==> config.mk <==
export PLATFORM = sky130hd
export DESIGN_NAME = rgcd_cmd_decoder
export DESIGN_NICKNAME = d
export VERILOG_FILES = /design/src/rgcd_pkg.sv /design/src/rgcd_cmd_decoder.sv /design/src/rgcd_gap_timer.sv
export SDC_FILE = /design/constraint.sdc
export NUM_CORES = 1
export LEC_CHECK = 0
export ABC_CLOCK_PERIOD_IN_PS = 4000
export BUFFER_PORTS_ARGS = -buffer_cell sky130_fd_sc_hd__buf_4
export CAP_MARGIN = 10
export CORE_ASPECT_RATIO = 1.4
export CORE_MARGIN = 2
export CORE_UTILIZATION = 40
export CTS_CLUSTER_SIZE = 12
export DETAILED_ROUTE_END_ITERATION = 8
export PLACE_DENSITY = 0.67
export SLEW_MARGIN = 20
export SYNTH_ARGS = -nofsm -noshare
export SYNTH_HDL_FRONTEND = slang
export SYNTH_HIERARCHICAL = 1
export SYNTH_SLANG_ARGS = --single-unit
==> constraint.sdc <==
create_clock -name SYS_CLK_IN -period 4 [get_ports SYS_CLK_IN]
set_input_delay 1 -clock SYS_CLK_IN [delete_from_list [all_inputs] [get_ports SYS_CLK_IN]]
set_output_delay 1 -clock SYS_CLK_IN [all_outputs]
set_load 0.005 [all_outputs]
==> src/rgcd_pkg.sv <==
package rgcd_pkg;

  // ----------------------------------------
  // clock and timing
  // ----------------------------------------
  localparam int          CLK_MHZ       = 25;
  localparam int          PROG_TIME_US  = 5600;               // typical programming time
  localparam int          PROG_FC       = PROG_TIME_US * CLK_MHZ;
  localparam int          TMR_W         = 18;
  localparam logic [17:0] INIT_FC       = 18'h000C0;          // 192 field clocks
  localparam logic [17:0] PROG_DELAY_FC = 18'h00010;          // wait before programming

  // ----------------------------------------
  // gap and interval windows, in field clocks
  // ----------------------------------------
  localparam logic [6:0] SGAP_MIN = 7'h0A;
  localparam logic [6:0] SGAP_MAX = 7'h32;
  localparam logic [6:0] WGAP_MIN = 7'h08;
  localparam logic [6:0] WGAP_MAX = 7'h1E;
  localparam logic [6:0] D0_MIN   = 7'h10;
  localparam logic [6:0] D0_MAX   = 7'h1F;
  localparam logic [6:0] D1_MIN   = 7'h30;
  localparam logic [6:0] D1_MAX   = 7'h3F;
  localparam logic [6:0] EOT_FC   = 7'h40;
  localparam logic [6:0] CNT_SAT  = 7'h7F;

  // ----------------------------------------
  // command lengths and opcodes
  // ----------------------------------------
  localparam logic [6:0] NB_OP   = 7'h02;
  localparam logic [6:0] NB_DA   = 7'h06;
  localparam logic [6:0] NB_WAKE = 7'h22;
  localparam logic [6:0] NB_STD  = 7'h26;
  localparam logic [6:0] NB_PWR  = 7'h46;
  localparam logic [6:0] NB_MAX  = 7'h47;
  localparam logic [1:0] OP_RST  = 2'h0;
  localparam logic [1:0] OP_TEST = 2'h1;
  localparam logic [1:0] OP_PG0  = 2'h2;
  localparam logic [3:0] KEY_LOCKED = 4'h6;

  // ----------------------------------------
  // register map
  // ----------------------------------------
  localparam logic [7:0]  REG_CFG    = 8'h00;
  localparam logic [7:0]  REG_PWD    = 8'h04;
  localparam logic [7:0]  REG_STATUS = 8'h08;
  localparam logic [7:0]  REG_DATA   = 8'h0C;
  localparam logic [31:0] CFG_RST    = 32'h0000_0000;
  localparam logic [31:0] PWD_RST    = 32'h0000_0000;
  localparam int CFG_LAST_BLOCK_LIMIT_LSB = 0;
  localparam int CFG_AOR_BIT    = 3;
  localparam int CFG_PWD_BIT    = 4;
  localparam int CFG_OTP_BIT    = 5;
  localparam int CFG_LOCK_BIT   = 8;
  localparam int CFG_KEY_LSB    = 28;
  localparam int STS_CNT_LSB    = 16;

  // ----------------------------------------
  // types
  // ----------------------------------------
  typedef enum logic [2:0] {ST_INIT, ST_READ, ST_RX, ST_DELAY, ST_PROG} rgcd_state_type;

  typedef struct packed {
    logic start;
    logic bit_ok;
    logic bit_val;
    logic err;
    logic eot;
  } rgcd_evt_type;

  typedef struct packed {
    logic       block_mode;
    logic       page;
    logic [2:0] block;
  } rgcd_rd_type;

  typedef struct packed {
    logic        en;
    logic        page;
    logic        lock;
    logic [2:0]  addr;
    logic [31:0] data;
  } rgcd_prog_type;

  typedef struct packed {
    logic       password_mode_bit;
    logic       answer_on_request_bit;
    logic       otp;
    logic       lock;
    logic [3:0] key;
    logic [2:0] last_block_limit;
  } rgcd_mode_type;

  // window test used for gap widths and intervals
  function automatic logic in_win(input logic [6:0] v, input logic [6:0] lo,
                                  input logic [6:0] hi);
    in_win = (v >= lo) && (v <= hi);
  endfunction

endpackage

==> src/rgcd_cmd_decoder.sv <==
`timescale 1ns/100ps
// How it works
// - start gap 10..50 field clocks, later gaps 8..30, others flagged
// - interval 16..31 clocks is a zero, 48..63 clocks is a one
// - the first two bits received are the opcode
// - opcodes 10 and 11 do write or direct access on page 0 or 1
// - opcode 00 restarts the whole power-on sequence and reloads configuration
// - opcode 01 is test write, ignored once master key equals 6
// - master key change refused while block 0 lock or otp set
// - standard write: opcode, lock, 32 data, 3 address bits, 38 total
// - password mode puts 32 password bits right after the opcode
// - invalid command returns to regular read on previously chosen page
// - password bits compared with block 7, first bit first
// - password mismatch means no programming, regular read after the frame
// - answer-on-request: no modulation until a valid wake-up command
// - wake-up is opcode 10 plus the valid password
// - woken tag stays active until reset or different password
// - non-matching password deactivates a woken tag in answer-on-request mode
// - password without answer-on-request: modulate, need password to write
// - fixed delay between frame end and programming start
// - programming lasts 5.6 ms and ends with a verify result
// - after good programming, repeat the block just programmed
// - interval outside both bit windows is a writing error
// - no gap for 64 clocks ends the frame and bits are judged
// - valid counts are 70, 38, 34, 6 and 2 bits
// - direct access: page opcode, zero bit, 3-bit block, then block read
module rgcd_cmd_decoder #(
  parameter int PROG_CYCLES = rgcd_pkg::PROG_FC
) (
  // clock and reset
  input  wire logic               SYS_CLK_IN,
  input  wire logic               RST_N_IN,
  // wishbone slave
  input  wire logic               WB_CYC_IN,
  input  wire logic               WB_STB_IN,
  input  wire logic               WB_WE_IN,
  input  wire logic [7:0]         WB_ADR_IN,
  input  wire logic [3:0]         WB_SEL_IN,
  input  wire logic [31:0]        WB_DAT_IN,
  output logic      [31:0]        WB_DAT_OUT,
  output logic                    WB_ACK_OUT,
  // field gap detector pin
  input  wire logic               GAP_IN,
  // memory controller side
  input  wire logic               PROG_OK_IN,
  output rgcd_pkg::rgcd_prog_type PROG_OUT,
  output logic                    TEST_STB_OUT,
  // read path control
  output logic                    MOD_EN_OUT,
  output rgcd_pkg::rgcd_rd_type   RD_OUT,
  // events
  output logic                    RESET_CMD_OUT,
  output logic                    WRITE_ERR_OUT
);
  import rgcd_pkg::*;

  // ----------------------------------------
  // declarations
  // ----------------------------------------
  logic           gap_s1_reg;
  logic           gap_s2_reg;
  rgcd_state_type state_reg;
  logic [17:0]    tmr_reg;
  rgcd_evt_type   evt;
  logic           arm;
  logic [69:0]    sh_reg;
  logic [6:0]     cnt_reg;
  logic           ferr_reg;
  logic [31:0]    cfg_reg;
  logic [31:0]    pwd_reg;
  rgcd_mode_type  mode_reg;
  logic           woken_reg;
  logic           rej_reg;
  rgcd_rd_type    rd_reg;
  rgcd_prog_type  prog_reg;
  logic           mod_reg;
  logic           test_reg;
  logic           rstc_reg;
  logic           werr_reg;
  logic           ack_reg;
  logic [31:0]    dat_reg;
  logic [31:0]    rd_mux;
  logic           wb_req;
  logic           wb_wr;
  // decode results
  logic [1:0]     op;
  logic [31:0]    pw;
  logic           pw_chk;
  logic           pw_bad;
  logic           dec_rst;
  logic           dec_pg;
  logic           dec_wr;
  logic           dec_da;
  logic           dec_wake;
  logic           dec_test;
  logic           key_bad;
  logic           test_ign;
  logic           cmd_ok;
  logic           frame_end;

  // byte-lane merge for register writes
  function automatic logic [31:0] merge(input logic [31:0] old, input logic [31:0] nw,
                                        input logic [3:0] sel);
    logic [31:0] r;
    r = old;
    for (int i = 0; i < 4; i++) begin
      if (sel[i]) r[i*8 +: 8] = nw[i*8 +: 8];
    end
    merge = r;
  endfunction

  // ----------------------------------------
  // gap input synchroniser
  // ----------------------------------------
  // the detector is analog and asynchronous to logic, so two flops
  always_ff @(posedge SYS_CLK_IN) begin
    if (!RST_N_IN) begin
      gap_s1_reg <= 1'b0;
      gap_s2_reg <= 1'b0;
    end else begin
      gap_s1_reg <= GAP_IN;
      gap_s2_reg <= gap_s1_reg;
    end
  end

  // gaps only count while reading or receiving, not while programming
  assign arm = (state_reg == ST_READ) || (state_reg == ST_RX);

  rgcd_gap_timer u_gap (
    .clk_in   (SYS_CLK_IN),
    .rst_n_in (RST_N_IN),
    .arm_in   (arm),
    .gap_in   (gap_s2_reg),
    .evt_out  (evt)
  );

  // ----------------------------------------
  // bit collection
  // ----------------------------------------
  // first received bit ends up highest; count saturates past 70
  always_ff @(posedge SYS_CLK_IN) begin
    if (!RST_N_IN) begin
      sh_reg   <= '0;
      cnt_reg  <= 7'h00;
      ferr_reg <= 1'b0;
    end else if (evt.start) begin
      sh_reg   <= '0;
      cnt_reg  <= 7'h00;
      ferr_reg <= 1'b0;
    end else begin
      if (evt.bit_ok) begin
        sh_reg <= {sh_reg[68:0], evt.bit_val};
        if (cnt_reg != NB_MAX) cnt_reg <= cnt_reg + 7'h01;
      end
      if (evt.err) ferr_reg <= 1'b1;
    end
  end

  // ----------------------------------------
  // command decode
  // ----------------------------------------
  // fields are found by total length, so the opcode sits at the top
  always_comb begin
    op       = 2'h0;
    pw       = 32'h0000_0000;
    pw_chk   = 1'b0;
    dec_rst  = 1'b0;
    dec_pg   = 1'b0;
    dec_wr   = 1'b0;
    dec_da   = 1'b0;
    dec_wake = 1'b0;
    dec_test = 1'b0;
    case (cnt_reg)
      NB_OP: begin
        op      = sh_reg[1:0];
        dec_rst = (op == OP_RST);
        dec_pg  = op[1];
      end
      NB_DA: begin
        op     = sh_reg[5:4];
        dec_da = !mode_reg.password_mode_bit && op[1] && !sh_reg[3];
      end
      NB_WAKE: begin
        op       = sh_reg[33:32];
        pw       = sh_reg[31:0];
        pw_chk   = mode_reg.password_mode_bit && (op == OP_PG0);
        dec_wake = pw_chk;
      end
      NB_STD: begin
        op = sh_reg[37:36];
        if (mode_reg.password_mode_bit) begin
          pw     = sh_reg[35:4];
          pw_chk = op[1];
          dec_da = op[1] && !sh_reg[3];
        end else begin
          dec_wr   = op[1];
          dec_test = (op == OP_TEST);
        end
      end
      NB_PWR: begin
        op     = sh_reg[69:68];
        pw     = sh_reg[67:36];
        pw_chk = mode_reg.password_mode_bit && op[1];
        dec_wr = pw_chk;
      end
      default: begin
        op = 2'h0;
      end
    endcase
    pw_bad   = pw_chk && (pw != pwd_reg);
    key_bad  = dec_wr && (op == OP_PG0) && (sh_reg[2:0] == 3'h0)
               && (sh_reg[34:31] != mode_reg.key)
               && (mode_reg.lock || mode_reg.otp);
    test_ign = dec_test && (mode_reg.key == KEY_LOCKED);
    cmd_ok   = !ferr_reg && !pw_bad && !key_bad && !test_ign
               && (dec_rst || dec_pg || dec_wr || dec_da || dec_wake || dec_test);
  end

  assign frame_end = (state_reg == ST_RX) && evt.eot;

  // ----------------------------------------
  // sequencer and shared timer
  // ----------------------------------------
  always_ff @(posedge SYS_CLK_IN) begin
    if (!RST_N_IN) begin
      state_reg <= ST_INIT;
      tmr_reg   <= 18'h00000;
    end else begin
      case (state_reg)
        ST_INIT: begin
          if (gap_s2_reg) begin
            tmr_reg <= 18'h00000;                        // gap restarts the load
          end else if (tmr_reg == INIT_FC - 18'h00001) begin
            tmr_reg   <= 18'h00000;
            state_reg <= ST_READ;
          end else begin
            tmr_reg <= tmr_reg + 18'h00001;
          end
        end
        ST_READ: begin
          if (evt.start) state_reg <= ST_RX;
        end
        ST_RX: begin
          if (frame_end) begin
            if (cmd_ok && dec_rst) begin
              state_reg <= ST_INIT;
            end else if (cmd_ok && dec_wr) begin
              state_reg <= ST_DELAY;
            end else begin
              state_reg <= ST_READ;
            end
          end
        end
        ST_DELAY: begin
          if (tmr_reg == PROG_DELAY_FC - 18'h00001) begin
            tmr_reg   <= 18'h00000;
            state_reg <= ST_PROG;
          end else begin
            tmr_reg <= tmr_reg + 18'h00001;
          end
        end
        ST_PROG: begin
          if (tmr_reg == 18'(PROG_CYCLES - 1)) begin
            tmr_reg   <= 18'h00000;
            state_reg <= ST_READ;
          end else begin
            tmr_reg <= tmr_reg + 18'h00001;
          end
        end
        default: begin
          state_reg <= ST_INIT;
        end
      endcase
    end
  end

  // ----------------------------------------
  // configuration latch
  // ----------------------------------------
  // held static between loads so a write to the image cannot change mode mid-frame
  always_ff @(posedge SYS_CLK_IN) begin
    if (!RST_N_IN) begin
      mode_reg <= '0;
    end else if (state_reg == ST_INIT && !gap_s2_reg
                 && tmr_reg == INIT_FC - 18'h00001) begin
      mode_reg.password_mode_bit    <= cfg_reg[CFG_PWD_BIT];
      mode_reg.answer_on_request_bit    <= cfg_reg[CFG_AOR_BIT];
      mode_reg.otp    <= cfg_reg[CFG_OTP_BIT];
      mode_reg.lock   <= cfg_reg[CFG_LOCK_BIT];
      mode_reg.key    <= cfg_reg[CFG_KEY_LSB +: 4];
      mode_reg.last_block_limit <= cfg_reg[CFG_LAST_BLOCK_LIMIT_LSB +: 3];
    end
  end

  // ----------------------------------------
  // wake state and read selection
  // ----------------------------------------
  always_ff @(posedge SYS_CLK_IN) begin
    if (!RST_N_IN || state_reg == ST_INIT) begin
      woken_reg <= 1'b0;
    end else if (frame_end) begin
      if (cmd_ok && dec_wake) begin
        woken_reg <= 1'b1;
      end else if (pw_bad && mode_reg.answer_on_request_bit) begin
        woken_reg <= 1'b0;
      end
    end
  end

  // page only moves on an accepted page opcode
  always_ff @(posedge SYS_CLK_IN) begin
    if (!RST_N_IN) begin
      rd_reg  <= '0;
      rej_reg <= 1'b0;
    end else if (frame_end) begin
      rej_reg          <= !cmd_ok;
      rd_reg.block_mode <= 1'b0;
      if (cmd_ok && (dec_pg || dec_da || dec_wr)) begin
        rd_reg.page <= op[0];
      end
      if (cmd_ok && dec_da) begin
        rd_reg.block_mode <= 1'b1;
        rd_reg.block      <= sh_reg[2:0];
      end
    end else if (state_reg == ST_PROG && tmr_reg == 18'(PROG_CYCLES - 1)) begin
      rd_reg.block_mode <= PROG_OK_IN;
      rd_reg.block      <= prog_reg.addr;
      rej_reg           <= !PROG_OK_IN;
    end
  end

  // ----------------------------------------
  // programming and test outputs
  // ----------------------------------------
  always_ff @(posedge SYS_CLK_IN) begin
    if (!RST_N_IN) begin
      prog_reg <= '0;
      test_reg <= 1'b0;
    end else begin
      test_reg    <= frame_end && cmd_ok && dec_test;
      prog_reg.en <= (state_reg == ST_PROG);
      if (frame_end && cmd_ok && (dec_wr || dec_test)) begin
        prog_reg.page <= op[0];
        prog_reg.lock <= sh_reg[35];
        prog_reg.data <= sh_reg[34:3];
        prog_reg.addr <= sh_reg[2:0];
      end
    end
  end

  // ----------------------------------------
  // modulation and event pulses
  // ----------------------------------------
  // no modulation while loading, receiving or programming
  always_ff @(posedge SYS_CLK_IN) begin
    if (!RST_N_IN) begin
      mod_reg  <= 1'b0;
      rstc_reg <= 1'b0;
      werr_reg <= 1'b0;
    end else begin
      mod_reg  <= (state_reg == ST_READ) && (!mode_reg.answer_on_request_bit || woken_reg);
      rstc_reg <= frame_end && cmd_ok && dec_rst;
      werr_reg <= (state_reg == ST_RX) && evt.err;
    end
  end

  // ----------------------------------------
  // wishbone slave
  // ----------------------------------------
  // one wait state; write lands on the edge where ack is sampled
  assign wb_req = WB_CYC_IN && WB_STB_IN;
  assign wb_wr  = wb_req && WB_WE_IN && ack_reg;

  // read mux, unmapped addresses read zero
  always_comb begin
    case (WB_ADR_IN)
      REG_CFG:    rd_mux = cfg_reg;
      REG_PWD:    rd_mux = pwd_reg;
      REG_STATUS: rd_mux = 32'({rej_reg, ferr_reg,
                                rd_reg.block, rd_reg.block_mode, rd_reg.page,
                                mod_reg, woken_reg, mode_reg.answer_on_request_bit, mode_reg.password_mode_bit})
                           | (32'(cnt_reg) << STS_CNT_LSB);   // count alone in bits 22:16
      REG_DATA:   rd_mux = prog_reg.data;
      default:    rd_mux = 32'h0000_0000;
    endcase
  end

  always_ff @(posedge SYS_CLK_IN) begin
    if (!RST_N_IN) begin
      ack_reg <= 1'b0;
      dat_reg <= 32'h0000_0000;
    end else begin
      ack_reg <= wb_req && !ack_reg;
      if (wb_req && !ack_reg) dat_reg <= rd_mux;
    end
  end

  // block 0 image and password block, software owned
  always_ff @(posedge SYS_CLK_IN) begin
    if (!RST_N_IN) begin
      cfg_reg <= CFG_RST;
      pwd_reg <= PWD_RST;
    end else if (wb_wr) begin
      if (WB_ADR_IN == REG_CFG) cfg_reg <= merge(cfg_reg, WB_DAT_IN, WB_SEL_IN);
      if (WB_ADR_IN == REG_PWD) pwd_reg <= merge(pwd_reg, WB_DAT_IN, WB_SEL_IN);
    end
  end

  // ----------------------------------------
  // outputs
  // ----------------------------------------
  assign WB_ACK_OUT    = ack_reg;
  assign WB_DAT_OUT    = dat_reg;
  assign PROG_OUT      = prog_reg;
  assign TEST_STB_OUT  = test_reg;
  assign MOD_EN_OUT    = mod_reg;
  assign RD_OUT        = rd_reg;
  assign RESET_CMD_OUT = rstc_reg;
  assign WRITE_ERR_OUT = werr_reg;

endmodule

==> src/rgcd_gap_timer.sv <==
`timescale 1ns/100ps
module rgcd_gap_timer (
  // clock and reset
  input  wire logic              clk_in,
  input  wire logic              rst_n_in,
  // synchronised gap level and arming
  input  wire logic              arm_in,
  input  wire logic              gap_in,
  // decoded events, one-cycle pulses
  output rgcd_pkg::rgcd_evt_type evt_out
);
  import rgcd_pkg::*;

  logic         gap_d_reg;
  logic         frame_reg;
  logic         first_reg;
  logic [6:0]   ivl_reg;
  logic [6:0]   wid_reg;
  logic         rise;
  logic         fall;
  rgcd_evt_type evt_reg;

  // ----------------------------------------
  // edge detection
  // ----------------------------------------
  assign rise    = gap_in & ~gap_d_reg;
  assign fall    = ~gap_in & gap_d_reg;
  assign evt_out = evt_reg;

  // previous gap level
  always_ff @(posedge clk_in) begin
    if (!rst_n_in) begin
      gap_d_reg <= 1'b0;
    end else begin
      gap_d_reg <= gap_in;
    end
  end

  // ----------------------------------------
  // saturating interval and width counters
  // ----------------------------------------
  // counters restart at each gap and saturate, so a stuck field cannot wrap them
  always_ff @(posedge clk_in) begin
    if (!rst_n_in || !arm_in) begin
      frame_reg <= 1'b0;
      first_reg <= 1'b0;
      ivl_reg   <= 7'h00;
      wid_reg   <= 7'h00;
    end else if (rise) begin
      ivl_reg <= 7'h01;
      wid_reg <= 7'h01;
      if (!frame_reg) begin
        frame_reg <= 1'b1;
        first_reg <= 1'b1;
      end
    end else begin
      if (ivl_reg != EOT_FC) ivl_reg <= ivl_reg + 7'h01;
      if (gap_in && wid_reg != CNT_SAT) wid_reg <= wid_reg + 7'h01;
      if (fall) first_reg <= 1'b0;
      if (frame_reg && !gap_in && ivl_reg == EOT_FC) frame_reg <= 1'b0;
    end
  end

  // ----------------------------------------
  // classification
  // ----------------------------------------
  // interval judged at the next gap, width judged at gap end
  always_ff @(posedge clk_in) begin
    evt_reg <= '0;
    if (rst_n_in && arm_in) begin
      evt_reg.start <= rise & ~frame_reg;
      if (rise && frame_reg) begin
        if (in_win(ivl_reg, D0_MIN, D0_MAX)) begin
          evt_reg.bit_ok <= 1'b1;
        end else if (in_win(ivl_reg, D1_MIN, D1_MAX)) begin
          evt_reg.bit_ok  <= 1'b1;
          evt_reg.bit_val <= 1'b1;
        end else begin
          evt_reg.err <= 1'b1;
        end
      end
      if (fall && frame_reg) begin
        if (first_reg ? !in_win(wid_reg, SGAP_MIN, SGAP_MAX)
                      : !in_win(wid_reg, WGAP_MIN, WGAP_MAX)) begin
          evt_reg.err <= 1'b1;
        end
      end
      evt_reg.eot <= frame_reg & ~gap_in & (ivl_reg == EOT_FC);
    end
  end

endmodule

==> results.yml <==
status:
  status: "finished, final reports clean"
setup_path:
  critPathTopFamily: "simple AND/OR/NAND/NOR gates"
  crit_type: "flip-flop to flip-flop"
  critical-path-max-stage-delay_ns: 0.69
  cp_max_fo: 25
  arrival_ns: 4.30
  required_ns: 4.50
  cp_num_buf_inv: 1
  crit_chain: "ha_1 > and4bb_2 > nand3_1 > and4_1 > nor4_1 > nand4_1 > or4_1 > a21oi_4 > buf_4 > mux2i_1"
  setup.worst_path.end_class: "flip-flop"
  cp_slowest_cell: "or4_1"
  cp-start-kind: "flip-flop"
logic_synthesis:
  postSynthCellCount: 1430
  yosysSeqAreaShare_pct: 42.8
  synth.area.top_cells: "dfxtp_1, mux2i_1, nor2_1"
  synth_edf_count: 0
  syn_nets: 1488
  yosysWarnings: 6
  ys_ff_latch: 277
  synthFlopType: "dfxtp_1"
  syn_area_mm2: 0.0130
  synth_top_area_cell: "dfxtp_1"
  yosysMostFrequentCell: "dfxtp_1"
  synth_commonest_cells: "dfxtp_1, nor2_1, mux2i_1"
  synth_top_area_share_pct: 42.8
  synth_area_per_cell_um2: 9.07
  synthArstFlopShare_pct: 0
  synth_cell_types: 66
place:
  hpwlAfterDp_um: 26800
  gp_congestion: 0.901
  port_buffers: 130
  place_area_mm2: 0.0143
  dp_cells: 1904
  dp_slack_ns: 0.181
route:
  drc: 0
  route.met3.wl_um: 1740
  drt.antenna.violating_nets: 0
  wl_um: 36700
  drt-initial-drc-count: 691
  viasPerCell: 5.63
  highest_layer: "met4"
  drt-met1-wl_um: 14800
  drtPass1Iterations: 5
  dr_wl_met2_um: 18100
  via_count: 10900
  wl_per_cell_um: 18.9
sta:
  worst_slack_ns: 0.198
  fin_skew_ns: 0.0333
  finalHoldViolations: 0
  fin_tns_setup_ns: 0
  setup_viol: 0
  fmax_mhz: 263
  slew_headroom_pct: 43.8
  min_period_over_period_pct: 95.0
  worst_hold_slack_ns: 0.434
  grt_setup_unrepaired: "no"
  finalCriticalPeriod_ns: 3.80
  worstMarginPinSlew_ns: 0.843
  report.final.slew_viol_count: 0
die:
  io_pins: 131
  initial_utilization_pct: 40.3
  num_rows: 78
  die_h_um: 217
  dieArea_mm2: 0.0339
  chipWidth_um: 156
  coreArea_mm2: 0.0322
finish:
  areaGrowthSynthToFinish_pct: 16.8
  largest_register_ffs: 70
  final_area_mm2: 0.0151
  antenna_cells: 0
  nNetsFinal: 1593
  instances_no_fill: 1945
  drive_gt1_share_pct: 15.6
  num-fill-cells: 3132
clock_tree:
  post_cts_buffers: 0
  numCtsBuffers: 28
  clock_path_buffers: 3
  cts-root-buf: "clkbuf_16"
  clk_pin_slew_ns: 0.06
  clk_latency_ns: 0.58
  cts_resized: 0
  holdBufCountCts: 0
  clock_sinks: 277
  cts.htree.levels: 1
  tritoncts: "yes"
pwr:
  p_leak_nw: 5.39
  max-vdd-ir-drop_mv: 0.317
  p_per_area_mw_per_mm2: 355
global_route:
  antenna_found_initial: 0
  grt_pass1_wl_um: 57600
  grt-ovfl-total: 0
  first_global_vias: 10400
  grtUsageTotal_pct: 21.3
  grt_max_degree: 106
job:
  maxCapViolCount: 0
min_path:
  hold_path_class: "flip-flop to flip-flop"
path summary, 6_finish.rpt:
kind,from,end,slack (ns),cells after the start
min,gap_s1_reg,gap_s2_reg,0.43,1
min reg2reg,gap_s1_reg,gap_s2_reg,0.43,1
max reg2reg,cnt_reg[1],PROG_OUT[12],0.20,10
max,cnt_reg[1],PROG_OUT[12],0.20,10
kinds of logic (layout without fill, tap and decap cells):
logic type	count (synthesis)	in the layout	share of synthesized area (%)
XOR/XNOR	33	33	2.23
AO/OA/AOI/OAI	152	152	7.96
flip-flops	277	277	42.8
buffers and inverters	106	220	4.06
adder cells (fa/ha/maj)	7	7	0.675
AND/OR/NAND/NOR	635	636	23.6
multiplexers	220	220	18.7
routing by layer:
layer / GRT usage, % / up-vias
li1: - / 5313
met1: 25.1 / 5248
met2: 37.0 / 287
met3: 3.35 / 98
met4: 11.5 / 0
met5: 0 / -
layout by cell type, fill, tap and decap left out, drive strengths merged, types with 10 or more instances in the layout:
cell type / instances
a21oi: 19
a22oi: 36
a31oi: 25
and3: 41
and4: 25
buf: 167
clkbuf: 36
dfxtp: 277
inv: 12
mux2i: 202
mux4: 18
nand2: 123
nand2b: 10
nand3: 102
nand4: 15
nor2: 247
nor3: 10
nor4: 23
o21ai: 26
xor2: 24
where the power goes:
group          switching, mW  internal [mW]
Sequential            0.0164           2.77
Clock                   1.07           1.32
Combinational          0.120         0.0747
area by class of cell:
class	count	area (µm²)	share of cell area (%)
inverters	13	50.0	0.330
clock inverters	4	48.8	0.322
multi-input cells	1048	6920	45.7
well taps	400	500	3.30
repair buffers	167	1320	8.69
flip-flops and latches	277	5550	36.6
clock buffers	36	761	5.02
stage by stage:
step | util [%] | power (mW)
after detailed placement | 44.5 | 3.04
after global placement | 44.5 | 3.04
after global routing | 47.0 | 5.58
after CTS | 47.0 | 5.45
after floorplan | - | 2.96
final | 47.0 | 5.38
Note: power is estimated with default switching activity, not from simulation.
